<file path="config.mk">
export PLATFORM = sky130hd
export DESIGN_NAME = flag_unit
export DESIGN_NICKNAME = d
export VERILOG_FILES = /design/src/common/flag_pkg.sv /design/src/rtl/cond_eval.sv /design/src/rtl/flag_unit.sv
export SDC_FILE = /design/constraint.sdc
export NUM_CORES = 1
export LEC_CHECK = 0
export ABC_AREA = 1
export BUFFER_PORTS_ARGS = -buffer_cell sky130_fd_sc_hd__buf_2
export CORE_MARGIN = 4
export CORE_UTILIZATION = 30
export CTS_BUF_LIST = sky130_fd_sc_hd__clkbuf_4 sky130_fd_sc_hd__clkbuf_8 sky130_fd_sc_hd__clkbuf_16
export DETAILED_ROUTE_END_ITERATION = 6
export PLACE_DENSITY = 0.7
export RECOVER_POWER = 50
export SLEW_MARGIN = 15
export SYNTH_ARGS = -nofsm -noshare
export SYNTH_HDL_FRONTEND = slang
export SYNTH_SLANG_ARGS = --single-unit
</file>
<file path="constraint.sdc">
create_clock -name clk -period 1.3 [get_ports clk]
set_clock_uncertainty 0.15 [all_clocks]
set_input_delay 0 -clock clk [delete_from_list [all_inputs] [get_ports clk]]
set_output_delay 0 -clock clk [all_outputs]
set_load 0.03 [all_outputs]
</file>
<file path="src/common/flag_pkg.sv">
`default_nettype none
package flag_pkg;

  // Register map (byte addresses on the register bus)
  localparam logic [7:0]  FLAGS_OFFSET = 8'hFC;
  localparam logic [7:0]  FLAGS_RESET  = 8'h00;

  // Bit positions inside the flag register
  localparam int          CARRY_BIT    = 7;
  localparam int          ZERO_BIT     = 6;
  localparam int          SIGN_BIT     = 5;
  localparam int          OVFL_BIT     = 4;
  localparam int          DECADJ_BIT   = 3;
  localparam int          HALFC_BIT    = 2;
  localparam int          FLAG_LSB     = 2;
  localparam int          NUM_FLAGS    = 6;

  // Bus answers
  localparam logic [1:0]  RESP_OKAY    = 2'h0;
  localparam logic [1:0]  RESP_SLVERR  = 2'h2;

  // Per-flag update mode given by the ALU for each instruction
  typedef enum logic [2:0] {
    FLAG_KEEP   = 3'h0,
    FLAG_CLEAR  = 3'h1,
    FLAG_SET    = 3'h2,
    FLAG_RESULT = 3'h3,
    FLAG_UNDEF  = 3'h4
  } flag_mode_t;

  // Condition field codes
  localparam logic [3:0]  COND_NEVER          = 4'h0;
  localparam logic [3:0]  COND_SIGNED_LT      = 4'h1;
  localparam logic [3:0]  COND_SIGNED_LE      = 4'h2;
  localparam logic [3:0]  COND_UNSIGNED_LE    = 4'h3;
  localparam logic [3:0]  COND_OVERFLOW_SET   = 4'h4;
  localparam logic [3:0]  COND_NEGATIVE       = 4'h5;
  localparam logic [3:0]  COND_EQUAL          = 4'h6;
  localparam logic [3:0]  COND_UNSIGNED_LT    = 4'h7;
  localparam logic [3:0]  COND_ALWAYS         = 4'h8;
  localparam logic [3:0]  COND_SIGNED_GE      = 4'h9;
  localparam logic [3:0]  COND_SIGNED_GT      = 4'hA;
  localparam logic [3:0]  COND_UNSIGNED_GT    = 4'hB;
  localparam logic [3:0]  COND_OVERFLOW_CLEAR = 4'hC;
  localparam logic [3:0]  COND_POSITIVE       = 4'hD;
  localparam logic [3:0]  COND_NOT_EQUAL      = 4'hE;
  localparam logic [3:0]  COND_UNSIGNED_GE    = 4'hF;

endpackage
`default_nettype wire

</file>
<file path="src/rtl/cond_eval.sv">
`timescale 1ns/100ps
`default_nettype none
module cond_eval
(
  // Clock and reset
  input  wire logic       clk,
  input  wire logic       resetn,
  // Request from the sequencer
  input  wire logic       cond_req,
  input  wire logic [3:0] condition_field,
  input  wire logic [7:0] flags,
  // Registered answer
  output var  logic       cond_valid_q,
  output var  logic       cond_true_q
);

  logic cond_valid_d;
  logic cond_true_d;

  function automatic logic eval(input logic [3:0] code, input logic [7:0] f);
    logic c;
    logic z;
    logic sv;
    c  = f[flag_pkg::CARRY_BIT];
    z  = f[flag_pkg::ZERO_BIT];
    sv = f[flag_pkg::SIGN_BIT] ^ f[flag_pkg::OVFL_BIT];
    case (code)
      flag_pkg::COND_ALWAYS:         eval = 1'b1;                 // RULE8
      flag_pkg::COND_NEVER:          eval = 1'b0;                 // RULE8
      flag_pkg::COND_UNSIGNED_LT:    eval = c;                    // RULE4
      flag_pkg::COND_UNSIGNED_GE:    eval = !c;                   // RULE4
      flag_pkg::COND_UNSIGNED_GT:    eval = !c && !z;             // RULE5
      flag_pkg::COND_UNSIGNED_LE:    eval = c || z;               // RULE6
      flag_pkg::COND_SIGNED_GE:      eval = !sv;                  // RULE7
      flag_pkg::COND_SIGNED_LT:      eval = sv;                   // RULE7
      flag_pkg::COND_SIGNED_GT:      eval = !(z || sv);           // RULE7
      flag_pkg::COND_SIGNED_LE:      eval = z || sv;              // RULE7
      flag_pkg::COND_EQUAL:          eval = z;                    // RULE8
      flag_pkg::COND_NOT_EQUAL:      eval = !z;                   // RULE8
      flag_pkg::COND_NEGATIVE:       eval = f[flag_pkg::SIGN_BIT];  // RULE8
      flag_pkg::COND_POSITIVE:       eval = !f[flag_pkg::SIGN_BIT]; // RULE8
      flag_pkg::COND_OVERFLOW_SET:   eval = f[flag_pkg::OVFL_BIT];  // RULE8
      default:                       eval = !f[flag_pkg::OVFL_BIT]; // RULE8
    endcase
  endfunction

  always_comb
  begin
    cond_valid_d = cond_req;
    cond_true_d  = cond_req ? eval(condition_field, flags) : 1'b0;
  end

  always_ff @(posedge clk or negedge resetn)
  begin
    if (!resetn)
    begin
      cond_valid_q <= 1'b0;
      cond_true_q  <= 1'b0;
    end
    else
    begin
      cond_valid_q <= cond_valid_d;
      cond_true_q  <= cond_true_d;
    end
  end

  a_cond_carry: assert property (@(posedge clk) disable iff (!resetn) // RULE4
    cond_req && condition_field == flag_pkg::COND_UNSIGNED_LT
    |=> cond_true_q == $past(flags[flag_pkg::CARRY_BIT]))
    else $error("carry condition wrong");

  a_cond_no_carry: assert property (@(posedge clk) disable iff (!resetn) // RULE4
    cond_req && condition_field == flag_pkg::COND_UNSIGNED_GE
    |=> cond_true_q != $past(flags[flag_pkg::CARRY_BIT]))
    else $error("no-carry condition wrong");

  a_cond_ugt: assert property (@(posedge clk) disable iff (!resetn) // RULE5
    cond_req && condition_field == flag_pkg::COND_UNSIGNED_GT
    |=> cond_true_q == !($past(flags[flag_pkg::CARRY_BIT])
                         || $past(flags[flag_pkg::ZERO_BIT])))
    else $error("unsigned greater wrong");

  a_cond_ule: assert property (@(posedge clk) disable iff (!resetn) // RULE6
    cond_req && condition_field == flag_pkg::COND_UNSIGNED_LE
    |=> cond_true_q == ($past(flags[flag_pkg::CARRY_BIT])
                        || $past(flags[flag_pkg::ZERO_BIT])))
    else $error("unsigned less-or-equal wrong");

  a_cond_signed_ge: assert property (@(posedge clk) disable iff (!resetn) // RULE7
    cond_req && condition_field == flag_pkg::COND_SIGNED_GE
    |=> cond_true_q == ($past(flags[flag_pkg::SIGN_BIT])
                        == $past(flags[flag_pkg::OVFL_BIT])))
    else $error("signed greater-or-equal wrong");

  a_cond_signed_gt: assert property (@(posedge clk) disable iff (!resetn) // RULE7
    cond_req && condition_field == flag_pkg::COND_SIGNED_GT
    |=> cond_true_q == (!$past(flags[flag_pkg::ZERO_BIT])
                        && $past(flags[flag_pkg::SIGN_BIT])
                           == $past(flags[flag_pkg::OVFL_BIT])))
    else $error("signed greater wrong");

  a_cond_fixed: assert property (@(posedge clk) disable iff (!resetn) // RULE8
    cond_req && condition_field[2:0] == 3'h0
    |=> cond_valid_q && cond_true_q == $past(condition_field[3]))
    else $error("always/never condition wrong");

endmodule
`default_nettype wire

</file>
<file path="src/rtl/flag_unit.sv">
// Summary of operation
// (RULE1) Six status flags live in control register 252: C, Z, S, V, D, H.
// (RULE2) Software reads and writes the flag register at FC hex; writes replace.
// (RULE3) Each instruction clears, sets, computes, keeps or leaves undefined each flag.
// (RULE4) Code 0111 true when carry set; code 1111 true when carry clear.
// (RULE5) Code 1011 true only when carry and zero are both clear.
// (RULE6) Code 0011 true when carry or zero is set.
// (RULE7) Codes 1001/0001 test S xor V; 1010/0010 test Z or (S xor V).
// (RULE8) 1000 always, 0000 never; others test Z, S or V set and clear.
//
// Our own choice: register access over AXI4-Lite.
`timescale 1ns/100ps
`default_nettype none
module flag_unit
(
  // Clock and reset
  input  wire logic        clk,
  input  wire logic        resetn,
  // AXI4-Lite write address and data
  input  wire logic [7:0]  awaddr,
  input  wire logic        awvalid,
  output var  logic        awready,
  input  wire logic [31:0] wdata,
  input  wire logic [3:0]  wstrb,
  input  wire logic        wvalid,
  output var  logic        wready,
  // AXI4-Lite write response
  output var  logic [1:0]  bresp,
  output var  logic        bvalid,
  input  wire logic        bready,
  // AXI4-Lite read
  input  wire logic [7:0]  araddr,
  input  wire logic        arvalid,
  output var  logic        arready,
  output var  logic [31:0] rdata,
  output var  logic [1:0]  rresp,
  output var  logic        rvalid,
  input  wire logic        rready,
  // Flag update from the ALU, order {C,Z,S,V,D,H}
  input  wire logic        alu_update,
  input  wire logic [17:0] alu_flag_mode,
  input  wire logic [5:0]  alu_flag_value,
  // Condition request from the sequencer
  input  wire logic        cond_req,
  input  wire logic [3:0]  condition_field,
  // Results
  output var  logic [7:0]  status_flags,
  output var  logic        cond_valid,
  output var  logic        cond_true
);

  logic [7:0]  flags_q, flags_d;
  logic [7:0]  aw_addr_q, aw_addr_d;
  logic        aw_full_q, aw_full_d;
  logic [7:0]  w_data_q, w_data_d;
  logic        w_en_q, w_en_d;
  logic        w_full_q, w_full_d;
  logic        awready_q, awready_d;
  logic        wready_q, wready_d;
  logic        bvalid_q, bvalid_d;
  logic [1:0]  bresp_q, bresp_d;
  logic        arready_q, arready_d;
  logic        rvalid_q, rvalid_d;
  logic [31:0] rdata_q, rdata_d;
  logic [1:0]  rresp_q, rresp_d;
  logic        wr_commit;

  function automatic logic hits_flags(input logic [7:0] addr);
    hits_flags = (addr == flag_pkg::FLAGS_OFFSET); // RULE1
  endfunction

  assign wr_commit = aw_full_q && w_full_q && !bvalid_q;

  // Write channel: address and data are taken in either order
  always_comb
  begin
    aw_addr_d = aw_addr_q;
    aw_full_d = aw_full_q;
    w_data_d  = w_data_q;
    w_en_d    = w_en_q;
    w_full_d  = w_full_q;
    awready_d = awready_q;
    wready_d  = wready_q;
    bvalid_d  = bvalid_q;
    bresp_d   = bresp_q;
    if (awvalid && awready_q)
    begin
      aw_addr_d = awaddr;
      aw_full_d = 1'b1;
      awready_d = 1'b0;
    end
    if (wvalid && wready_q)
    begin
      w_data_d = wdata[7:0];
      w_en_d   = wstrb[0];
      w_full_d = 1'b1;
      wready_d = 1'b0;
    end
    if (wr_commit)
    begin
      aw_full_d = 1'b0;
      w_full_d  = 1'b0;
      bvalid_d  = 1'b1;
      bresp_d   = hits_flags(aw_addr_q) ? flag_pkg::RESP_OKAY
                                        : flag_pkg::RESP_SLVERR;
    end
    if (bvalid_q && bready)
    begin
      bvalid_d  = 1'b0;
      awready_d = 1'b1;
      wready_d  = 1'b1;
    end
  end

  // Flag register: a bus write wins over an ALU update in the same cycle
  always_comb
  begin
    flags_d = flags_q;
    if (alu_update)
    begin
      for (int i = 0; i < flag_pkg::NUM_FLAGS; i++)
      begin
        case (flag_pkg::flag_mode_t'(alu_flag_mode[3*i +: 3]))
          flag_pkg::FLAG_CLEAR:  flags_d[flag_pkg::FLAG_LSB + i] = 1'b0;
          flag_pkg::FLAG_SET:    flags_d[flag_pkg::FLAG_LSB + i] = 1'b1;
          flag_pkg::FLAG_RESULT:
            flags_d[flag_pkg::FLAG_LSB + i] = alu_flag_value[i]; // RULE3
          default:               flags_d[flag_pkg::FLAG_LSB + i] =
                                   flags_q[flag_pkg::FLAG_LSB + i];
        endcase
      end
    end
    if (wr_commit && w_en_q && hits_flags(aw_addr_q))
      flags_d = w_data_q; // RULE2
  end

  // Read channel
  always_comb
  begin
    arready_d = arready_q;
    rvalid_d  = rvalid_q;
    rdata_d   = rdata_q;
    rresp_d   = rresp_q;
    if (arvalid && arready_q)
    begin
      arready_d = 1'b0;
      rvalid_d  = 1'b1;
      if (hits_flags(araddr))
      begin
        rdata_d = {24'h000000, flags_q}; // RULE2
        rresp_d = flag_pkg::RESP_OKAY;
      end
      else
      begin
        rdata_d = 32'h00000000;
        rresp_d = flag_pkg::RESP_SLVERR;
      end
    end
    else if (rvalid_q && rready)
    begin
      rvalid_d  = 1'b0;
      arready_d = 1'b1;
    end
  end

  always_ff @(posedge clk or negedge resetn)
  begin
    if (!resetn)
    begin
      flags_q   <= flag_pkg::FLAGS_RESET;
      aw_addr_q <= 8'h00;
      aw_full_q <= 1'b0;
      w_data_q  <= 8'h00;
      w_en_q    <= 1'b0;
      w_full_q  <= 1'b0;
      awready_q <= 1'b1;
      wready_q  <= 1'b1;
      bvalid_q  <= 1'b0;
      bresp_q   <= flag_pkg::RESP_OKAY;
      arready_q <= 1'b1;
      rvalid_q  <= 1'b0;
      rdata_q   <= 32'h00000000;
      rresp_q   <= flag_pkg::RESP_OKAY;
    end
    else
    begin
      flags_q   <= flags_d;
      aw_addr_q <= aw_addr_d;
      aw_full_q <= aw_full_d;
      w_data_q  <= w_data_d;
      w_en_q    <= w_en_d;
      w_full_q  <= w_full_d;
      awready_q <= awready_d;
      wready_q  <= wready_d;
      bvalid_q  <= bvalid_d;
      bresp_q   <= bresp_d;
      arready_q <= arready_d;
      rvalid_q  <= rvalid_d;
      rdata_q   <= rdata_d;
      rresp_q   <= rresp_d;
    end
  end

  assign awready      = awready_q;
  assign wready       = wready_q;
  assign bvalid       = bvalid_q;
  assign bresp        = bresp_q;
  assign arready      = arready_q;
  assign rvalid       = rvalid_q;
  assign rdata        = rdata_q;
  assign rresp        = rresp_q;
  assign status_flags = flags_q;

  cond_eval u_cond_eval
  (
    .clk             (clk),
    .resetn          (resetn),
    .cond_req        (cond_req),
    .condition_field (condition_field),
    .flags           (flags_q),
    .cond_valid_q    (cond_valid),
    .cond_true_q     (cond_true)
  );

  a_flags_write: assert property (@(posedge clk) disable iff (!resetn) // RULE2
    wr_commit && w_en_q && aw_addr_q == flag_pkg::FLAGS_OFFSET
    |=> flags_q == $past(w_data_q))
    else $error("flag write not stored");

  a_flags_read: assert property (@(posedge clk) disable iff (!resetn) // RULE1
    arvalid && arready && araddr == flag_pkg::FLAGS_OFFSET
    |=> rvalid && rresp == flag_pkg::RESP_OKAY
        && rdata == {24'h000000, $past(flags_q)})
    else $error("flag read wrong");

  a_flag_clear: assert property (@(posedge clk) disable iff (!resetn) // RULE3
    alu_update && alu_flag_mode[17:15] == flag_pkg::FLAG_CLEAR && !wr_commit
    |=> !flags_q[flag_pkg::CARRY_BIT])
    else $error("carry clear failed");

  a_flag_keep: assert property (@(posedge clk) disable iff (!resetn) // RULE3
    alu_update && alu_flag_mode[2:0] == flag_pkg::FLAG_KEEP && !wr_commit
    |=> $stable(flags_q[flag_pkg::HALFC_BIT]))
    else $error("half-carry changed while kept");

endmodule
`default_nettype wire

</file>
==> summary.md <==
• **weighted congestion reported at the end of routability-driven placement** 0.807
• **Worst R2R Start** aw_addr_q[1]
• **Antenna Nets Post-Route** 0
• **die width** 94.0 µm
• **number of violations reported at the end of detailed-routing iteration 0** 69
• **Final Power** 4.67 mW
• **Nets** 510
• **max cap viols** 0
• **area share of the largest cell type after synthesis** 46.3%
• **number of buffer cells added on primary ports** 86
• **Synth-to-Final Area Change** 53.2%
• **Final Hold Fails** 0
• **number of detailed-routing iterations run before antenna repair** 4
• **outcome** finished, final reports clean
• **cell family with most CP delay** simple AND/OR/NAND/NOR gates
• **later-pin clock latency in the skew report** 0.29 ns
• **Required @ worst endpoint** 1.34 ns
• **Fill cells** 706
• **register bit count reported by yosys** 44
• **crit-path max cell delay** 0.38 ns
• **Total Die Area** 8830 µm²
• **depth of the most critical reg-to-reg path** 6
• **number of enable-type register cells in the synthesized netlist** 0
• **most used standard cells in the synthesized netlist** 113 x sky130_fd_sc_hd__nand2_1, 41 x sky130_fd_sc_hd__dfrtp_1, 26 x sky130_fd_sc_hd__buf_4, 26 x sky130_fd_sc_hd__inv_1, 14 x sky130_fd_sc_hd__o21ai_0
• **area of the core** 7210 µm²
• **total half-perimeter wirelength after legalization and detailed placement** 3960 µm
• **launch instance of the worst min-delay path** condition_field[0]
• **slowest cell on the critical path** sky130_fd_sc_hd__dfrtp_1
• **root buffer selected by CTS** sky130_fd_sc_hd__clkbuf_8
• **via-per-instance ratio** 4.16
• **die outline height** 94.0 µm
• **Critical Path Sink Type** flip-flop
• **highest net fanout along the worst path** 7
• **ordered list of cells on the worst path** inv_2 -> nand4_4 -> nor2_4 -> nand3_4 -> nand3_1 -> nand2_2
• **first-pass GRT wire length** 9650 µm
• **FF-to-FF End** status_flags[5]
• **row count** 31
• **dominant register cell in the synthesized netlist** sky130_fd_sc_hd__dfrtp_1
• **initial standard-cell utilization of the core** 30.7%
• **arrival time reported for the critical path endpoint** 1.32 ns
• **pin count of the biggest net entering global routing** 45
• **total wirelength of the detailed-routed design** 5990 µm
• **clock-pin transition on the worst setup and hold timing paths** 0.08 ns
• **routed len/inst** 11.5 µm
• **hold path endpoint** u_cond_eval.cond_true_q
• **Rel. slew slack** 60.0%
• **worst min-delay path category** input pin to flip-flop
• **Max Root-Sink Buffers** 2
• **Crit Path Class** flip-flop to flip-flop
• **min cycle time layout** 1.27 ns
• **total number of vias** 2178
• **Fmax achieved** 785 MHz
• **power density relative to cell area** 1370 nW/µm²
• **leading cell types by total area after synthesis** sky130_fd_sc_hd__dfrtp_1 46%, sky130_fd_sc_hd__nand2_1 19%, sky130_fd_sc_hd__buf_4 8.8%
• **Mapped Avg Cell Area** 8.12 µm²
• **Final Slew Violations** 0
• **hold-critical path depth** 6
• **fraction of final layout cells with drive strength greater than 1** 32.2%
• **initial antenna violation count** 0
• **part of the cycle the worst path needs** 98.0%
• **Mapped Cells** 273
• **clock sinks** 44
• **library cell occupying the most area in the post-synthesis netlist** sky130_fd_sc_hd__dfrtp_1
• **Leakage Power** 1.84 nW
• **vias in the first global route** 2187
• **number of buffers inserted during clock tree synthesis** 5
• **CTS tree** done
• **Least-Margin Pin Slew** 0.600 ns
• **final setup violation count** 0
• **number of buffers and inverters on the critical path** 1
• **Top Ports** 140
• **unrepaired setup endpoints after global routing** true
• **maximum vdd drop** 1.05 mV
• **Setup Total Neg Slack** 0 ns
• **share of synthesized registers carrying an async set or reset** 100%
• **warning count from the yosys run** 0
• **total global-route track usage** 13.7%
• **proportion of synthesized chip area in sequential cells** 49.8%
• **Overflow after GRT** 0
• **drt drc** 0
• **Cell Area, Synth** 2220 µm²
• **cell with the most instances after synthesis** sky130_fd_sc_hd__nand2_1
• **number of distinct library cells after synthesis** 23
• **Critical Path Start Type** flip-flop
• **total number of H-tree levels** 2
• **setup slack of the most critical reg-to-reg path** 0.03 ns
-- through the flow --
stage	hold slack (ns)	setup WS (ns)	std cells	utilization, %	cell area, µm²
after CTS	0.0508	-0.0194	517	46.4	3350
after floorplan	-0.446	0.00783	298	-	2330
after global routing	0.0762	-0.0654	521	47.0	3390
after global placement	-0.159	0.0115	457	37.5	2710
final	0.0528	0.0260	523	47.1	3400
after detailed placement	-0.146	-0.0146	457	37.5	2710
-- layout by cell type, fill, tap and decap left out, types with 5 or more instances in the layout --
| cell type | n |
|---|---|
| sky130_fd_sc_hd__nand2_1 | 103 |
| sky130_fd_sc_hd__buf_2 | 84 |
| sky130_fd_sc_hd__dlygate4sd3_1 | 51 |
| sky130_fd_sc_hd__dfrtp_1 | 39 |
| sky130_fd_sc_hd__conb_1 | 26 |
| sky130_fd_sc_hd__inv_1 | 20 |
| sky130_fd_sc_hd__nand3_1 | 12 |
| sky130_fd_sc_hd__o21ai_0 | 12 |
| sky130_fd_sc_hd__nand2_2 | 9 |
| sky130_fd_sc_hd__nor2_1 | 7 |
| sky130_fd_sc_hd__nand4_1 | 7 |
| sky130_fd_sc_hd__inv_2 | 6 |
| sky130_fd_sc_hd__buf_4 | 6 |
| sky130_fd_sc_hd__clkbuf_8 | 5 |
-- kinds of logic after synthesis --
group / after synthesis / synth area share [%]
other: 1 / 0.169
and+or+nand+nor: 146 / 29.3
AOI/OAI and AO/OA: 23 / 5.87
buffers and inverters: 59 / 14.8
DFF: 44 / 49.8
-- sequential cells by signal (all words and copies together), names as in the netlist --
register	flops
aw_full_q	1
w_full_q	1
bvalid	1
u_cond_eval.cond_valid_q	1
rresp	1
rvalid	1
awready	1
w_data_q	8
status_flags	8
w_en_q	1
aw_addr_q	8
wready	1
u_cond_eval.cond_true_q	1
arready	1
bresp	1
rdata	8
-- worst register-to-register path, stage by stage (launching register included) --
cell	delay (ns)
sky130_fd_sc_hd__dfrtp_1	0.38
sky130_fd_sc_hd__inv_2	0.08
sky130_fd_sc_hd__nand4_4	0.10
sky130_fd_sc_hd__nor2_4	0.15
sky130_fd_sc_hd__nand3_4	0.15
sky130_fd_sc_hd__nand3_1	0.12
sky130_fd_sc_hd__nand2_2	0.05
-- report_power, final --
part / internal (mW) / switching [mW]
Combinational: 0.579 / 0.946
Clock: 0.591 / 0.449
Sequential: 1.80 / 0.306
Total: 2.97 / 1.70
-- worst max path at each step --
| stage | start | to | slack (ns) | cells past startpoint |
|---|---|---|---|---|
| global placement | aw_addr_q[0] | status_flags[6] | 0.01 | 6 |
| floorplan | arready | rdata[0] | 0.008 | 4 |
| detailed placement | wready | w_data_q[0] | -0.01 | 4 |
| finish | aw_addr_q[1] | status_flags[5] | 0.03 | 6 |
| global route | aw_addr_q[1] | status_flags[2] | -0.07 | 6 |
| CTS | aw_addr_q[0] | status_flags[4] | -0.02 | 7 |
-- repair_timing --
| action | CTS | global route |
|---|---|---|
| endpoints found under the setup margin | 19 | 28 |
| buffers inserted | 1 | 3 |
| resized for setup | 3 | 14 |
| pin swaps | 3 | 6 |
| gates cloned | 0 | 1 |
| endpoints found under the hold margin | 75 | 0 |
| hold buffers | 51 | 0 |
-- layout make-up --
| class | instances | area (µm²) | share of cell area [%] |
|---|---|---|---|
| Sequential cell | 44 | 1110 | 32.6 |
| Timing Repair Buffer | 145 | 1010 | 29.8 |
| Multi-Input combinational cell | 195 | 912 | 26.9 |
| Tap cell | 99 | 124 | 3.65 |
| Inverter | 29 | 121 | 3.57 |
| Clock buffer | 6 | 76.3 | 2.25 |
| Clock inverter | 2 | 35.0 | 1.03 |
| Timing Repair inverter | 1 | 5.00 | 0.147 |
| Antenna cell | 2 | 5.00 | 0.147 |
-- per-layer routing --
| layer | GRT usage (%) | part of all wire, % | vias up | wire, µm |
|---|---|---|---|---|
| li1 | - | - | 1102 | - |
| met1 | 16.4 | 42 | 950 | 2490 |
| met2 | 23.1 | 47 | 104 | 2840 |
| met3 | 3.04 | 7.4 | 22 | 443 |
| met4 | 6.74 | 3.6 | 0 | 213 |
| met5 | 0 | 0 | - | 0 |
No activity file was read; power rests on OpenSTA's default activity.
